## src/shared/cmir_consts.svh

```systemverilog
// Register offsets, field positions and reset values for the match interrupt router
`ifndef CMIR_CONSTS_SVH
`define CMIR_CONSTS_SVH
`define CMIR_OFS_CTRL 12'h000
`define CMIR_OFS_STAT 12'h004
`define CMIR_OFS_CMP0 12'h008
`define CMIR_OFS_CMP1 12'h00c
`define CMIR_OFS_EVST 12'h010
`define CMIR_OFS_EVMSK 12'h014
`define CMIR_CTRL_IE0 0
`define CMIR_CTRL_IE1 1
`define CMIR_CTRL_DMA0 2
`define CMIR_CTRL_DMA1 3
`define CMIR_CTRL_XFER0 4
`define CMIR_CTRL_XFER1 5
`define CMIR_CTRL_RST 6'h00
`define CMIR_CMP_RST 16'hffff
`define CMIR_EVMSK_RST 2'h0
`define CMIR_CNT_W 16
`endif

```

## src/shared/cmir_pkg.sv

```systemverilog
// Types shared by the match interrupt router files
package cmir_pkg;
  // Destination chosen for a channel's request
  typedef enum logic [2:0] {
    CMIR_RT_CPU = 3'h1,
    CMIR_RT_DMA = 3'h2,
    CMIR_RT_XFER = 3'h4
  } cmir_route_e;
endpackage

```

## src/verilog/cmir_chan.sv

```systemverilog
// One compare-match channel: match flag set, clear and request routing
`timescale 1ns/100ps
`include "cmir_consts.svh"
module cmir_chan #(
  parameter int CNT_W = `CMIR_CNT_W
) (
  input wire logic pclk,
  input wire logic presetn,
  input wire logic clk_en,
  input wire logic [CNT_W-1:0] count,
  input wire logic [CNT_W-1:0] compare,
  input wire logic irq_enable,
  input wire logic use_dma,
  input wire logic use_xfer,
  input wire logic sw_clear,
  input wire logic dma_done,
  output logic match_flag,
  output logic match_event,
  output logic cpu_req,
  output logic dma_req,
  output logic xfer_req
);
  logic hit;
  logic req;
  logic next_flag;
  cmir_pkg::cmir_route_e route;

  // ---------------------------------------------
  // Flag update
  // ---------------------------------------------
  // match sets flag
  assign hit = (count == compare);
  assign match_event = hit;
  // transfer clears flag; set wins over any clear
  assign next_flag = hit ? 1'b1 : ((sw_clear | dma_done) ? 1'b0 : match_flag);

  // Flag register, frozen while the clock enable is low
  always_ff @(posedge pclk or negedge presetn) begin
    if (!presetn) begin
      match_flag <= 1'b0;
    end else if (clk_en) begin
      match_flag <= next_flag;
    end
  end

  // ---------------------------------------------
  // Request routing
  // ---------------------------------------------
  // flag and enable raise request
  assign req = match_flag & irq_enable;
  // DMA takes precedence over the transfer controller when both are set
  assign route = use_dma ? cmir_pkg::CMIR_RT_DMA :
                 (use_xfer ? cmir_pkg::CMIR_RT_XFER : cmir_pkg::CMIR_RT_CPU);
  assign dma_req = req & (route == cmir_pkg::CMIR_RT_DMA);
  assign xfer_req = req & (route == cmir_pkg::CMIR_RT_XFER);
  // default route is CPU; held flag keeps request up
  assign cpu_req = req & (route == cmir_pkg::CMIR_RT_CPU);
endmodule

```

## src/verilog/cmir_top.sv

```systemverilog
// Two-channel compare-match interrupt and transfer-request router with APB registers
//
// Overview of operation
// - Channel request is raised while its match flag and interrupt enable are both 1.
// - With DMA routing chosen, the request goes to DMA, never to the CPU.
// - With neither DMA nor transfer routing, the request is delivered to the CPU as an interrupt.
// - A DMA transfer for the channel clears its match flag automatically.
// - Transfer controller requests use fixed priority, channel 0 above channel 1.
// - Each channel has its own interrupt line; either may start DMA or transfers.
`timescale 1ns/100ps
`include "cmir_consts.svh"

// ---------------------------------------------
// Register map (byte addresses, one 32-bit word each)
// ---------------------------------------------
// CTRL  0x000: bits 1:0 irq enable, 3:2 DMA route, 5:4 transfer route
// STAT  0x004: bits 1:0 match flags, write 1 to clear
// CMP0  0x008: channel 0 compare value
// CMP1  0x00c: channel 1 compare value
// EVST  0x010: sticky match events, cleared by a read
// EVMSK 0x014: a 1 lets the event onto irq
// Unused bits read 0; unmapped addresses answer with pslverr
module cmir_top #(
  parameter int CNT_W = `CMIR_CNT_W
) (
  input wire logic pclk,
  input wire logic presetn,
  input wire logic clk_en,
  input wire logic psel,
  input wire logic penable,
  input wire logic pwrite,
  input wire logic [11:0] paddr,
  input wire logic [31:0] pwdata,
  output logic [31:0] prdata,
  output logic pready,
  output logic pslverr,
  input wire logic [CNT_W-1:0] ch0_count,
  input wire logic [CNT_W-1:0] ch1_count,
  input wire logic ch0_dma_done,
  input wire logic ch1_dma_done,
  output logic ch0_match_irq,
  output logic ch1_match_irq,
  output logic ch0_dma_req,
  output logic ch1_dma_req,
  output logic xfer_req,
  output logic xfer_chan,
  output logic irq
);
  logic [5:0] ctrl;
  logic [CNT_W-1:0] cmp [2];
  logic [1:0] evst;
  logic [1:0] evmsk;
  logic [1:0] flag;
  logic [1:0] event_hit;
  logic [1:0] clr;
  logic [1:0] cpu_req;
  logic [1:0] dma_req;
  logic [1:0] xreq;
  logic [1:0] done;
  logic [CNT_W-1:0] cnt [2];
  logic [31:0] next_prdata;
  logic access;
  logic wr;
  logic rd;
  logic sel_ctrl;
  logic sel_stat;
  logic sel_cmp0;
  logic sel_cmp1;
  logic sel_evst;
  logic sel_evmsk;
  logic mapped;
  logic [1:0] evst_clr;

  // ---------------------------------------------
  // APB decode
  // ---------------------------------------------
  // Zero wait states: every access completes in its first access cycle
  assign pready = 1'b1;
  assign access = psel & penable & clk_en;
  assign wr = access & pwrite;
  assign rd = access & ~pwrite;
  // Offset compare shared by every register select
  function automatic logic is_reg(input logic [11:0] addr, input logic [11:0] ofs);
    return addr == ofs;
  endfunction

  assign sel_ctrl = is_reg(paddr, `CMIR_OFS_CTRL);
  assign sel_stat = is_reg(paddr, `CMIR_OFS_STAT);
  assign sel_cmp0 = is_reg(paddr, `CMIR_OFS_CMP0);
  assign sel_cmp1 = is_reg(paddr, `CMIR_OFS_CMP1);
  assign sel_evst = is_reg(paddr, `CMIR_OFS_EVST);
  assign sel_evmsk = is_reg(paddr, `CMIR_OFS_EVMSK);
  assign mapped = sel_ctrl | sel_stat | sel_cmp0 | sel_cmp1 | sel_evst | sel_evmsk;
  // Unmapped addresses answer with an error and read zero
  assign pslverr = psel & penable & ~mapped;

  // Read mux: if / else-if chain on the decoded address
  always_comb begin
    next_prdata = 32'h0000_0000;
    if (sel_ctrl) begin
      next_prdata[5:0] = ctrl;
    end else if (sel_stat) begin
      next_prdata[1:0] = flag;
    end else if (sel_cmp0) begin
      next_prdata[CNT_W-1:0] = cmp[0];
    end else if (sel_cmp1) begin
      next_prdata[CNT_W-1:0] = cmp[1];
    end else if (sel_evst) begin
      next_prdata[1:0] = evst;
    end else if (sel_evmsk) begin
      next_prdata[1:0] = evmsk;
    end
  end

  // Read data registered in the setup cycle so it is stable in the access phase
  always_ff @(posedge pclk or negedge presetn) begin
    if (!presetn) begin
      prdata <= 32'h0000_0000;
    end else if (clk_en && psel && !penable && !pwrite) begin
      prdata <= next_prdata;
    end
  end

  // ---------------------------------------------
  // Configuration registers
  // ---------------------------------------------
  // Control: enables and route choice, written as a whole
  always_ff @(posedge pclk or negedge presetn) begin
    if (!presetn) begin
      ctrl <= `CMIR_CTRL_RST;
    end else if (wr && sel_ctrl) begin
      ctrl <= pwdata[5:0];
    end
  end

  // Compare values; a write lands only on the access edge
  always_ff @(posedge pclk or negedge presetn) begin
    if (!presetn) begin
      cmp[0] <= CNT_W'(`CMIR_CMP_RST);
      cmp[1] <= CNT_W'(`CMIR_CMP_RST);
    end else if (wr) begin
      if (sel_cmp0) begin
        cmp[0] <= pwdata[CNT_W-1:0];
      end
      if (sel_cmp1) begin
        cmp[1] <= pwdata[CNT_W-1:0];
      end
    end
  end

  // Event mask for the summary interrupt
  always_ff @(posedge pclk or negedge presetn) begin
    if (!presetn) begin
      evmsk <= `CMIR_EVMSK_RST;
    end else if (wr && sel_evmsk) begin
      evmsk <= pwdata[1:0];
    end
  end

  // Software clears a match flag by writing 1 to its status bit
  assign clr = {2{wr & sel_stat}} & pwdata[1:0];
  assign done = {ch1_dma_done, ch0_dma_done};
  assign cnt[0] = ch0_count;
  assign cnt[1] = ch1_count;

  // ---------------------------------------------
  // Channels
  // ---------------------------------------------
  // independent source per channel
  genvar g;
  generate
    for (g = 0; g < 2; g++) begin : g_ch
      cmir_chan #(.CNT_W(CNT_W)) u_chan (
        .pclk(pclk),
        .presetn(presetn),
        .clk_en(clk_en),
        .count(cnt[g]),
        .compare(cmp[g]),
        .irq_enable(ctrl[`CMIR_CTRL_IE0 + g]),
        .use_dma(ctrl[`CMIR_CTRL_DMA0 + g]),
        .use_xfer(ctrl[`CMIR_CTRL_XFER0 + g]),
        .sw_clear(clr[g]),
        .dma_done(done[g]),
        .match_flag(flag[g]),
        .match_event(event_hit[g]),
        .cpu_req(cpu_req[g]),
        .dma_req(dma_req[g]),
        .xfer_req(xreq[g])
      );
    end
  endgenerate

  // ---------------------------------------------
  // Request outputs
  // ---------------------------------------------
  // one irq and one DMA line per channel; transfer requests share xfer_req
  assign ch0_match_irq = cpu_req[0];
  assign ch1_match_irq = cpu_req[1];
  assign ch0_dma_req = dma_req[0];
  assign ch1_dma_req = dma_req[1];
  assign xfer_req = |xreq;
  assign xfer_chan = ~xreq[0] & xreq[1];

  // ---------------------------------------------
  // Event status and summary interrupt
  // ---------------------------------------------
  // A read clears only the bits it returned, so an event that lands
  // between the setup and the access cycle is not lost
  assign evst_clr = (rd && sel_evst) ? prdata[1:0] : 2'h0;

  // Sticky match events; a read clears them, but a new event in that cycle stays
  always_ff @(posedge pclk or negedge presetn) begin
    if (!presetn) begin
      evst <= 2'h0;
    end else if (clk_en) begin
      evst <= event_hit | (evst & ~evst_clr);
    end
  end

  // Level output; mask bit 1 lets the event through
  assign irq = |(evst & evmsk);
endmodule
```

## config.mk

```make
export PLATFORM = sky130hd
export DESIGN_NAME = cmir_top
export DESIGN_NICKNAME = d
export VERILOG_FILES = /design/src/shared/cmir_pkg.sv /design/src/verilog/cmir_chan.sv /design/src/verilog/cmir_top.sv
export VERILOG_INCLUDE_DIRS = /design/src /design/src/shared
export SDC_FILE = /design/constraint.sdc
export NUM_CORES = 1
export LEC_CHECK = 0
export BUFFER_PORTS_ARGS = -buffer_cell sky130_fd_sc_hd__buf_4
export CAP_MARGIN = 40
export CORE_ASPECT_RATIO = 1.25
export CORE_MARGIN = 3
export CORE_UTILIZATION = 54
export DETAILED_ROUTE_END_ITERATION = 12
export PLACE_DENSITY = 0.94
export SKIP_LAST_GASP = 1
export SLEW_MARGIN = 40
export SYNTH_ARGS = -nofsm -noshare
export SYNTH_HDL_FRONTEND = slang
export SYNTH_SLANG_ARGS = --single-unit
```

## constraint.sdc

```tcl
create_clock -name pclk -period 1.9 [get_ports pclk]
set_input_delay 0.19 -clock pclk [delete_from_list [all_inputs] [get_ports pclk]]
set_output_delay 0.19 -clock pclk [all_outputs]
set_load 0.02 [all_outputs]
```

**Yosys cells after proc, flatten, opt, wreduce, memory -nomap -nowiden**

Cells that the tools add are included.

- Div/mod/pow operators: 0
- Bitwise operators: 30
- Reduce and logical (&&, ||, !) cells: 17
- $add $sub $neg: 0
- Equality and inequality tests: 13
- Multiply operators: 0
- Mux-type cells: 18
- Shifts and indexed selects: 0
- Magnitude comparators: 0

Operators with widths:

| kind | count |
|---|---|
| $eq 16x16->1 | 2 |
| $mux 14 | 2 |
| $eq 12x4->1 const B | 2 |
| $eq 12x5->1 const B | 2 |
| $mux 16 | 1 |
| $and 1x1->1 | 15 |
| $eq 12x3->1 const B | 1 |
| $logic_not 12->1 | 1 |
| $mux 3 | 4 |
| $mux 10 | 1 |
| $mux 2 | 5 |
| $reduce_and 2->1 | 4 |
| $or 1x1->1 | 7 |
| $and 2x2->2 | 3 |
| $eq 3x1->1 const B | 2 |
| $eq 3x2->1 const B | 2 |
| $eq 3x3->1 const B | 2 |
| $logic_and 1x1->1 | 6 |
| $mux 6 | 1 |
| $mux 1 | 4 |
| $reduce_bool 2->1 | 2 |
| $reduce_or 2->1 | 2 |
| $not 1->1 | 3 |
| $logic_not 1->1 | 2 |
| other kinds (2) | 2 |

- Word-level logic and storage cells: 86
- Bits in latches: 0
- Register bits after elaboration: 60
- Memory bits (writable): 0
- Output and inout bits: 41
- Memories: 0
- Memory bits (read-only): 0

**Depth between registers and ports, before layout**

Gate-level depths: netlist (run 1).

- Word-level depth: 8
- Mapped depth: 7

**Cells and area by module**

A second synthesis (run 1) with hierarchy kept.

- Cell total of the unflattened synthesis: 292
- Area total of the unflattened synthesis: 3393.3 sq um

Modules (own cells, without submodules):

| module | cells each | area an instance (sq um) | sequential area each (sq um) | times used |
|---|---|---|---|---|
| cmir_top | 236 | 2915.3 | 1491.4 | 1 |
| cmir_chan | 28 | 239.0 | 25.0 | 2 |

**Least setup slack after synthesis (run 1)**

No wires, ideal clock.

- Path kind: input port to flip-flop
- Start point: input paddr[11]
- End point: register cmp[10] in the netlist's numbering
- Arrival: 1910 ps
- Stages on the path: 6
- Path buffers: 2
- Library setup time: 82 ps
- Slack: -93 ps
- Cell sequence: or4_4 nor4_4 and3_1 buf_6 buf_12 mux2_4

- Cells in the longest elaborated chain, start to end: 2

RTL lines:

| what | line | source |
|---|---|---|
| start: declaration | cmir_top.sv:32 | `input wire logic [11:0] paddr,` |
| $eq 12x4->1 | cmir_top.sv:84 | `return addr == ofs;` |
| $reduce_and 2->1 (no line) | - |  |
| end: declaration | cmir_top.sv:50 | `logic [CNT_W-1:0] cmp [2];` |

No other way between the ends.
A chain may end at the register's enable or synchronous reset.

**Worst setup path after layout (run 1)**

- Start point: register cmp[22] in the netlist's numbering
- End point: register evst[0]

- Cells in the longest elaborated chain, start to end: 2

RTL lines:

| what | line | source |
|---|---|---|
| $eq 16x16->1 | cmir_chan.sv:32 | `assign hit = (count == compare);` |
| $or 2x2->2 | cmir_top.sv:216 | `evst <= event_hit \| (evst & ~evst_clr);` |
| end signal: assignment | cmir_top.sv:216 |  |
| end: declaration | cmir_top.sv:51 | `logic [1:0] evst;` |

No other way between the ends.

==> results.json, run 1 <==
{
  "drive_gt1_share_pct": 48.40,
  "status": "complete, no violations",
  "clock_latency_ns": 0.35,
  "wl_mm": 9.296,
  "grt_pass1_wl_mm": 14.72,
  "post-dp-hpwl_mm": 6.799,
  "grt_antenna_before_repair": 0,
  "hold_viol": 0,
  "synth_edf_count": 0,
  "worst_pin_slew_ns": 0.7326,
  "yosys.area.top_type": "dfstp_2",
  "timing.final.max_slew_violations": 0,
  "dieArea_mm2": 0.007255,
  "start_util_pct": 56.99,
  "final_nets": 484,
  "io_buffer_count": 91,
  "grt_overflow": 0,
  "tritoncts": "yes",
  "preCtsSetupSlack_ns": -0.09698,
  "start_kind": "register",
  "synthDistinctLibCells": 41,
  "die_height_um": 94.48,
  "dpl_cell_area_mm2": 0.004131,
  "grt_pass1_vias": 3007,
  "timing.rr.end": "evst[0]",
  "drc": 0,
  "drtAntennaViolNets": 0,
  "drtPass1Iterations": 7,
  "worstHoldStart": "pwdata[12]",
  "setup_violations": 0,
  "fin_cells": 487,
  "synth-seq-cells": 60,
  "cts_resized": 0,
  "maxCapViolations": 0,
  "hold_path.class": "input port to register",
  "antenna_cells": 0,
  "synth_top_area_share_pct": 24.86,
  "cts_made_buffers": 9,
  "max_slew_margin_pct": 51.16,
  "layout_commonest_cell": "buf_4",
  "post-route-util_pct": 73.46,
  "clock-root-buffer": "clkbuf_8",
  "ys_async_sr_fraction_pct": 100.0,
  "syn_to_final_growth_pct": 28.89,
  "wl_per_cell_um": 19.09,
  "die_x_um": 76.79,
  "syn_avg_cell_area_um2": 11.35,
  "synth.yosys.seq_area_share_pct": 45.58,
  "via_count": 2767,
  "clock-sinks": 60,
  "coreArea_mm2": 0.005934,
  "post_cts_buffers": 0,
  "setup.worst_path.end_class": "register",
  "row_count": 31,
  "grt_max_degree": 61,
  "rr_startpoint": "cmp[22]",
  "ioPinCount": 125,
  "path_class": "register to register",
  "syn_inst": 298,
  "grtUsageTotal_pct": 26.86,
  "mappedNetlistArea_mm2": 0.003382,
  "cp_max_fo": 3,
  "worstHoldEndpoint": "cmp[12]",
  "p_per_area_mw_per_mm2": 657.0,
  "r2r_cells": 4,
  "final_cell_mix": "buf_4, nand2_1, dfstp_2, mux2_2, xor2_1",
  "period_needed_ns": 1.695,
  "placed_cells": 470,
  "clock-skew-final_ns": 0.008800,
  "required_ns": 2.16,
  "yosys-top-cells-area": "dfstp_2, dfrtp_1, mux2_2",
  "fin_area_mm2": 0.004359,
  "setup_slack_ns": 0.2050,
  "first_iter_violations": 244,
  "fmax_mhz": 590.0,
  "place.gp.congestion": 0.7962,
  "peakVddDrop_mv": 0.6233,
  "htreeDepth": 3,
  "cts_hold_buf": 1,
  "p_leak_nw": 2.156,
  "synth.yosys.warnings": 0,
  "finalCritPeriodShare_pct": 89.21,
  "rrSetupSlack_ns": 0.21,
  "viasPerCell": 5.682,
  "clk_path_buf_depth": 2,
  "synth_top_flop_cell": "dfstp_2",
  "rsz0062_at_grt": "no",
  "crit_arrival_ns": 1.96,
  "path_clk_slew_ns": 0.07,
  "holdPathStages": 2,
  "whs_ns": 0.08180
}
==> kinds of logic after synthesis <==
group           share of synthesized area (%)
other cells                            0.2221
xor+xnor                                8.287
compound gates                          6.807
buf+inv                                 5.919
simple gates                            14.02
flops                                   45.58
mux                                     19.16
==> how the worst max path moves through the flow <==
| stage | from | to | slack (ns) | cells past startpoint |
|---|---|---|---|---|
| final | cmp[22] | evst[0] | 0.21 | 4 |
| after CTS | cmp[22] | evst[0] | 0.20 | 4 |
| after detailed placement | paddr[11] | prdata[2] | -0.1 | 6 |
| after global routing | paddr[11] | prdata[0] | 0.15 | 4 |
| after global placement | paddr[11] | prdata[5] | -0.04 | 6 |
| after floorplan | paddr[4] | cmp[10] | -0.02 | 7 |
==> synthesized netlist by cell type, drive strengths merged (2+ instances only) <==
master and count:
nand4 4, o21bai 2, buf 21, nand4b 2
a21o 4, or3 2, a31oi 2, nand3 3
xor2 30, clkbuf 7, nand2 32, o21ai 20
o311ai 4, xnor2 2, a21boi 2, nor2 6
dfstp 32, nor3b 2, mux2 40, and3 5
nor3 8, conb 2, mux2i 16, or4 4
dfrtp 28, nor4 9
==> per-stage QoR <==
step / power, W / TNS [ns]
4_1_cts: 0.002870 / 0
5_1_grt: 0.002948 / 0
6_report: 0.002864 / 0
3_3_place_gp: 0.001583 / -0.8688
2_1_floorplan: 0.001436 / -0.1613
3_5_place_dp: 0.001595 / -1.551
==> per-layer routing <==
| metal | wire (um) | up-vias | track usage, % |
|---|---|---|---|
| li1 | - | 1233 | - |
| met1 | 3289 | 1333 | 29.05 |
| met2 | 4720 | 165 | 45.49 |
| met3 | 847 | 36 | 8.302 |
| met4 | 439 | 0 | 17.82 |
| met5 | 0 | - | 0 |
==> layout make-up <==
class,count,area (um2)
Multi-Input combinational cell,225,1702
Fill cell,403,1575
Sequential cell,60,1541
Timing Repair Buffer,104,795.8
Clock buffer,12,145.1
Tap cell,82,102.6
Clock inverter,4,72.57
==> report_power, final <==
group | total (W) | internal, W | switching (W)
combinational | 0.000296 | 0.000137 | 0.000159
sequential | 0.00128 | 0.00128 | 0.000000665
clock | 0.00129 | 0.000773 | 0.000512
total | 0.00286 | 0.00219 | 0.000672
==> registers in the layout (all words and copies together) (netlist names) <==
register / flops
g_ch.u_chan.match_flag: 2
cmp: 32
ctrl: 6
evmsk: 2
evst: 2
prdata: 16
==> critical path, cell delays in order (launching register included) <==
cell and delay, ns:
dfstp_2 0.56, xor2_1 0.11, nor4_1 0.51, nand4_1 0.23, o21ai_0 0.20
(Power assumes the default switching activity.)
==> inputs of run 2 (changes only) <==
Settings changed: CORE_MARGIN 3 to 1.
==> run 2 against run 1 <==
Effect of this change: maximum frequency is 4.1% higher; die area is 9.2% lower; sequential power hardly changed; first-iteration DRC count is 35% lower; routed wire length is 0.29% higher; register-to-register slack better by 0.16 ns; core utilization is 0.57 points lower; final cell count is 0.21% lower; sequential share of layout area is 0.28 points higher; highest routed layer unchanged; sequential cell count stayed put; worst setup slack better by 0.068 ns.
==> results.json, run 2 (synthesized netlist as in run 1, its figures left out) <==
{
  "holdPathStages": 2,
  "rsz0062_at_grt": "no",
  "max_slew_margin_pct": 51.44,
  "largest_reg_flops": 32,
  "start_kind": "input port",
  "fin_cells": 486,
  "multi_input_area_mm2": 0.001702,
  "grt_pass1_wl_mm": 14.82,
  "clk_path_buf_depth": 2,
  "drtAntennaViolNets": 0,
  "highest_layer": "met4",
  "maxCapViolations": 0,
  "setup_slack_ns": 0.2725,
  "wl_per_cell_um": 19.18,
  "worstHoldStart": "pwdata[14]",
  "grt_overflow": 0,
  "clockPowerShare_pct": 41.8,
  "required_ns": 2.19,
  "tritoncts": "yes",
  "crit_arrival_ns": 1.92,
  "first_iter_violations": 158,
  "status": "complete, no violations",
  "antenna_cells": 0,
  "place.gp.congestion": 0.7975,
  "clock_latency_ns": 0.35,
  "placed_cells": 469,
  "post-dp-hpwl_mm": 6.338,
  "worstHoldEndpoint": "cmp[30]",
  "grtUsageTotal_pct": 30.69,
  "htreeDepth": 3,
  "die_x_um": 72.79,
  "peakVddDrop_mv": 0.8137,
  "fmax_mhz": 614.4,
  "cp_max_fo": 5,
  "worst_pin_slew_ns": 0.7284,
  "start_util_pct": 56.99,
  "cts_made_buffers": 9,
  "m1WireLength_mm": 3.217,
  "wl_mm": 9.323,
  "final_cell_mix": "buf_4, nand2_1, dfstp_2, mux2_2, xor2_1",
  "clock-sinks": 60,
  "num-fill-cells": 403,
  "setup.worst_path.end_class": "register",
  "dr_wl_met3_um": 767,
  "grt_max_degree": 61,
  "comb_power_share_pct": 10.9,
  "timing.final.max_slew_violations": 0,
  "viasPerCell": 5.735,
  "rr_startpoint": "cmp[3]",
  "p_per_area_mw_per_mm2": 627.7,
  "whs_ns": 0.08267,
  "die_height_um": 90.48,
  "grt_pass1_vias": 2976,
  "preCtsSetupSlack_ns": -0.08461,
  "via_count": 2787,
  "register_area_mm2": 0.001541,
  "period_needed_ns": 1.627,
  "rrSetupSlack_ns": 0.37,
  "layout_commonest_cell": "buf_4",
  "p_int_w": 0.002016,
  "regMostFlops": "cmp",
  "finalCritPeriodShare_pct": 85.66,
  "setup_violations": 0,
  "path_class": "input port to register",
  "post_cts_buffers": 0,
  "ioPinCount": 125,
  "io_buffer_count": 91,
  "drive_gt1_share_pct": 48.76,
  "sequentialPowerShare_pct": 47.2,
  "clock-root-buffer": "clkbuf_8",
  "hold_path.class": "input port to register",
  "dieArea_mm2": 0.006586,
  "r2r_cells": 4,
  "p_switching_w": 0.0006994,
  "hold_viol": 0,
  "swShare_pct": 25.76,
  "drtPass1Iterations": 5,
  "syn_to_final_growth_pct": 27.89,
  "final_nets": 483,
  "row_count": 31,
  "top_regs": "cmp (32), prdata (16), ctrl (6)",
  "drc": 0,
  "p_leak_nw": 2.136,
  "clock-skew-final_ns": 0.007796,
  "path_clk_slew_ns": 0.07,
  "wl_met2_mm": 4.810,
  "coreArea_mm2": 0.005934,
  "timing.rr.end": "evst[1]",
  "grt_antenna_before_repair": 0
}
-- run 2: changes by cell type in the layout (fill, tap and decap cells not counted) --
| cell | previous run | this run |
|---|---|---|
| buf_4 | 102 | 101 |
| clkinvlp_4 | 1 | 3 |
| clkbuf_8 | 10 | 9 |
| bufinv_16 | 2 | 1 |
| clkinv_2 | 1 | 3 |
| clkbuf_1 | 2 | 0 |
-- run 2: per-layer routing --
layer  up-vias  track usage (%)
met1      1326            34.36
met3        49            7.813
met2       177            50.62
li1       1235                -
met5         -                0
met4         0            20.10
-- run 2: worst max-delay path by stage --
stage               startpoint         to  slack, ns  depth (start not counted)
global placement     paddr[11]  prdata[5]      -0.03                          6
global route         paddr[11]  prdata[0]       0.18                          4
finish               paddr[11]  prdata[4]       0.27                          6
floorplan             paddr[4]    cmp[10]      -0.02                          7
detailed placement   paddr[11]  prdata[4]      -0.08                          6
CTS                  paddr[11]  prdata[4]       0.27                          6
-- run 2: stage by stage --
step                      util, %  cell area (um2)  setup TNS, ns  total power, W
after floorplan                 -             3453        -0.1613        0.001436
after global placement      69.49             4124        -0.8020        0.001584
after CTS                   72.89             4325              0        0.002714
after detailed placement    69.49             4124         -1.310        0.001592
final                       72.89             4325              0        0.002715
after global routing        72.89             4325              0        0.002803
-- run 2: power groups by stage --
stage	combinational [W]	sequential, W	clock (W)
after floorplan	0.000133	0.00130	0
after global routing	0.000317	0.00128	0.00120
after global placement	0.000280	0.00130	0
after CTS	0.000295	0.00128	0.00114
after detailed placement	0.000289	0.00130	0
final	0.000297	0.00128	0.00114
-- run 2: final cells by class --
class,instances,share of cell area [%]
Multi-Input combinational cell,225,39.34
Sequential cell,60,35.64
Timing Repair Buffer,103,18.22
Clock buffer,9,2.864
Tap cell,82,2.372
Clock inverter,7,1.562
-- run 2: timing repair --
item                                   CTS  global route
setup endpoints to repair                0             0
hold buffers                             1             0
endpoints found under the hold margin   28             0
gates resized for setup                  0             0
-- run 2: critical path, cell delays in order --
cell and delay (ns):
buf_4 0.11, or4_4 0.57, or4_1 0.58, nor3_1 0.19
buf_4 0.16, a21o_1 0.11
==> inputs of run 3 (changes only) <==
--- a/config.mk
+++ b/config.mk
@@ -13,2 +13,4 @@
 export CORE_UTILIZATION = 54
+export CTS_BUF_LIST = sky130_fd_sc_hd__clkbuf_16
+export CTS_CLUSTER_SIZE = 8
 export DETAILED_ROUTE_END_ITERATION = 12
--- a/constraint.sdc
+++ b/constraint.sdc
@@ -3,2 +3,2 @@
 set_output_delay 0.19 -clock pclk [all_outputs]
-set_load 0.02 [all_outputs]
+set_load 0.05 [all_outputs]
==> run 3 against run 2 <==
Effect of this change: non-clock buffer count stayed put; total power is 19% higher; worst setup slack worse by 0.024 ns; critical path depth stayed put; critical endpoint is now cmp[27]; largest cell class unchanged.
==> results.json, run 3 (synthesized netlist as in run 1, its figures left out) <==
{
  "place.gp.congestion": 0.7975,
  "fmax_mhz": 605.5,
  "layout_commonest_cell": "buf_4",
  "die_x_um": 72.79,
  "via_count": 2778,
  "timing.final.max_slew_violations": 0,
  "grt_pass1_vias": 2952,
  "comb_power_share_pct": 10.7,
  "drc": 0,
  "coreArea_mm2": 0.005934,
  "p_switching_w": 0.0008067,
  "regMostFlops": "cmp",
  "status": "complete, no violations",
  "start_kind": "input port",
  "top_regs": "cmp (32), prdata (16), ctrl (6)",
  "max_slew_margin_pct": 50.37,
  "syn_to_final_growth_pct": 30.89,
  "period_needed_ns": 1.652,
  "tritoncts": "yes",
  "grt_pass1_wl_mm": 14.79,
  "sequentialPowerShare_pct": 39.7,
  "antenna_cells": 0,
  "grt_overflow": 0,
  "setup.worst_path.end_class": "register",
  "largest_reg_flops": 32,
  "clock_latency_ns": 0.34,
  "fin_cells": 486,
  "grt_max_degree": 61,
  "drtAntennaViolNets": 0,
  "setup_violations": 0,
  "required_ns": 2.15,
  "viasPerCell": 5.716,
  "dieArea_mm2": 0.006586,
  "hold_viol": 0,
  "clock-root-buffer": "clkbuf_16",
  "wl_mm": 9.308,
  "row_count": 31,
  "cp_max_fo": 16,
  "die_height_um": 90.48,
  "p_leak_nw": 2.183,
  "htreeDepth": 3,
  "io_buffer_count": 91,
  "path_clk_slew_ns": 0.05,
  "peakVddDrop_mv": 0.7751,
  "finalCritPeriodShare_pct": 86.92,
  "clock-sinks": 60,
  "start_util_pct": 56.99,
  "final_cell_mix": "buf_4, nand2_1, dfstp_2, mux2_2, xor2_1",
  "whs_ns": 0.09542,
  "clockPowerShare_pct": 49.6,
  "clock-skew-final_ns": 0.006385,
  "hold_path.class": "input port to register",
  "drtPass1Iterations": 5,
  "final_nets": 483,
  "swShare_pct": 24.96,
  "post-dp-hpwl_mm": 6.338,
  "p_int_w": 0.002426,
  "post_cts_buffers": 0,
  "clk_path_buf_depth": 2,
  "ioPinCount": 125,
  "drive_gt1_share_pct": 48.76,
  "grt_antenna_before_repair": 0,
  "rsz0062_at_grt": "no",
  "first_iter_violations": 267,
  "grtUsageTotal_pct": 30.26,
  "maxCapViolations": 0,
  "p_per_area_mw_per_mm2": 730.2,
  "wl_per_cell_um": 19.15,
  "crit_arrival_ns": 1.91,
  "cts_made_buffers": 9,
  "path_class": "input port to register",
  "worst_pin_slew_ns": 0.7444,
  "placed_cells": 469
}
-- run 3: cell types whose count changed in the layout (fill, tap and decap cells not counted) --
| cell | before | now |
|---|---|---|
| clkbuf_16 | 0 | 9 |
| clkbuf_8 | 9 | 0 |
-- run 3: power groups by stage --
stage	logic (W)	registers, W	clock network, W
CTS	0.000342	0.00128	0.00161
detailed placement	0.000335	0.00130	0
global route	0.000365	0.00128	0.00166
global placement	0.000326	0.00130	0
finish	0.000345	0.00128	0.00160
floorplan	0.000179	0.00130	0
-- run 3: metal layers --
| layer | global-route usage, % | vias to the layer above | routed length, um |
|---|---|---|---|
| met5 | 0 | - | 0 |
| met1 | 33.46 | 1339 | 3333 |
| met3 | 9.710 | 39 | 805 |
| li1 | - | 1243 | - |
| met2 | 50.31 | 157 | 4697 |
| met4 | 16.99 | 0 | 471 |
-- run 3: final timing paths --
kind                              end  slack (ns)        from  cells after the start
min                            cmp[7]         0.1   pwdata[7]                      2
min reg2reg                prdata[12]        0.50  prdata[12]                      2
max reg2reg                   evst[1]        0.26      cmp[5]                      4
max                           cmp[27]        0.25    paddr[5]                      6
max in group asynchronous    evmsk[1]        0.94     presetn                      2
min in group asynchronous   prdata[9]        0.45     presetn                      2
-- run 3: cell type report --
type | instances | area (um2)
timing repair buffer | 103 | 788.3
clock inverter | 7 | 67.56
multi-input combinational | 225 | 1702
sequential | 60 | 1541
clock buffer | 9 | 225.2
fill | 365 | 1508
tap | 82 | 102.6
-- run 3: what timing repair did --
item	in CTS	in global routing
endpoints found under the hold margin	28	0
setup endpoints to repair	0	0
resized for setup	0	0
hold buffers	1	0
-- run 3: through the flow --
step	cell area [um2]	setup TNS, ns	worst slack (ns)	util [%]	power [W]
5_1_grt	4427	0	0.1495	74.59	0.003308
3_3_place_gp	4124	-0.8020	-0.03475	69.49	0.001630
4_1_cts	4427	0	0.2564	74.59	0.003240
3_5_place_dp	4124	-1.310	-0.08461	69.49	0.001638
6_report	4427	0	0.2485	74.59	0.003233
2_1_floorplan	3453	-0.1613	-0.01613	-	0.001483
-- run 3: worst max-delay path: stages --
cell	delay, ns
buf_4	0.11
or3_1	0.44
nor4_4	0.34
buf_4	0.20
nand3b_4	0.25
mux2_2	0.36
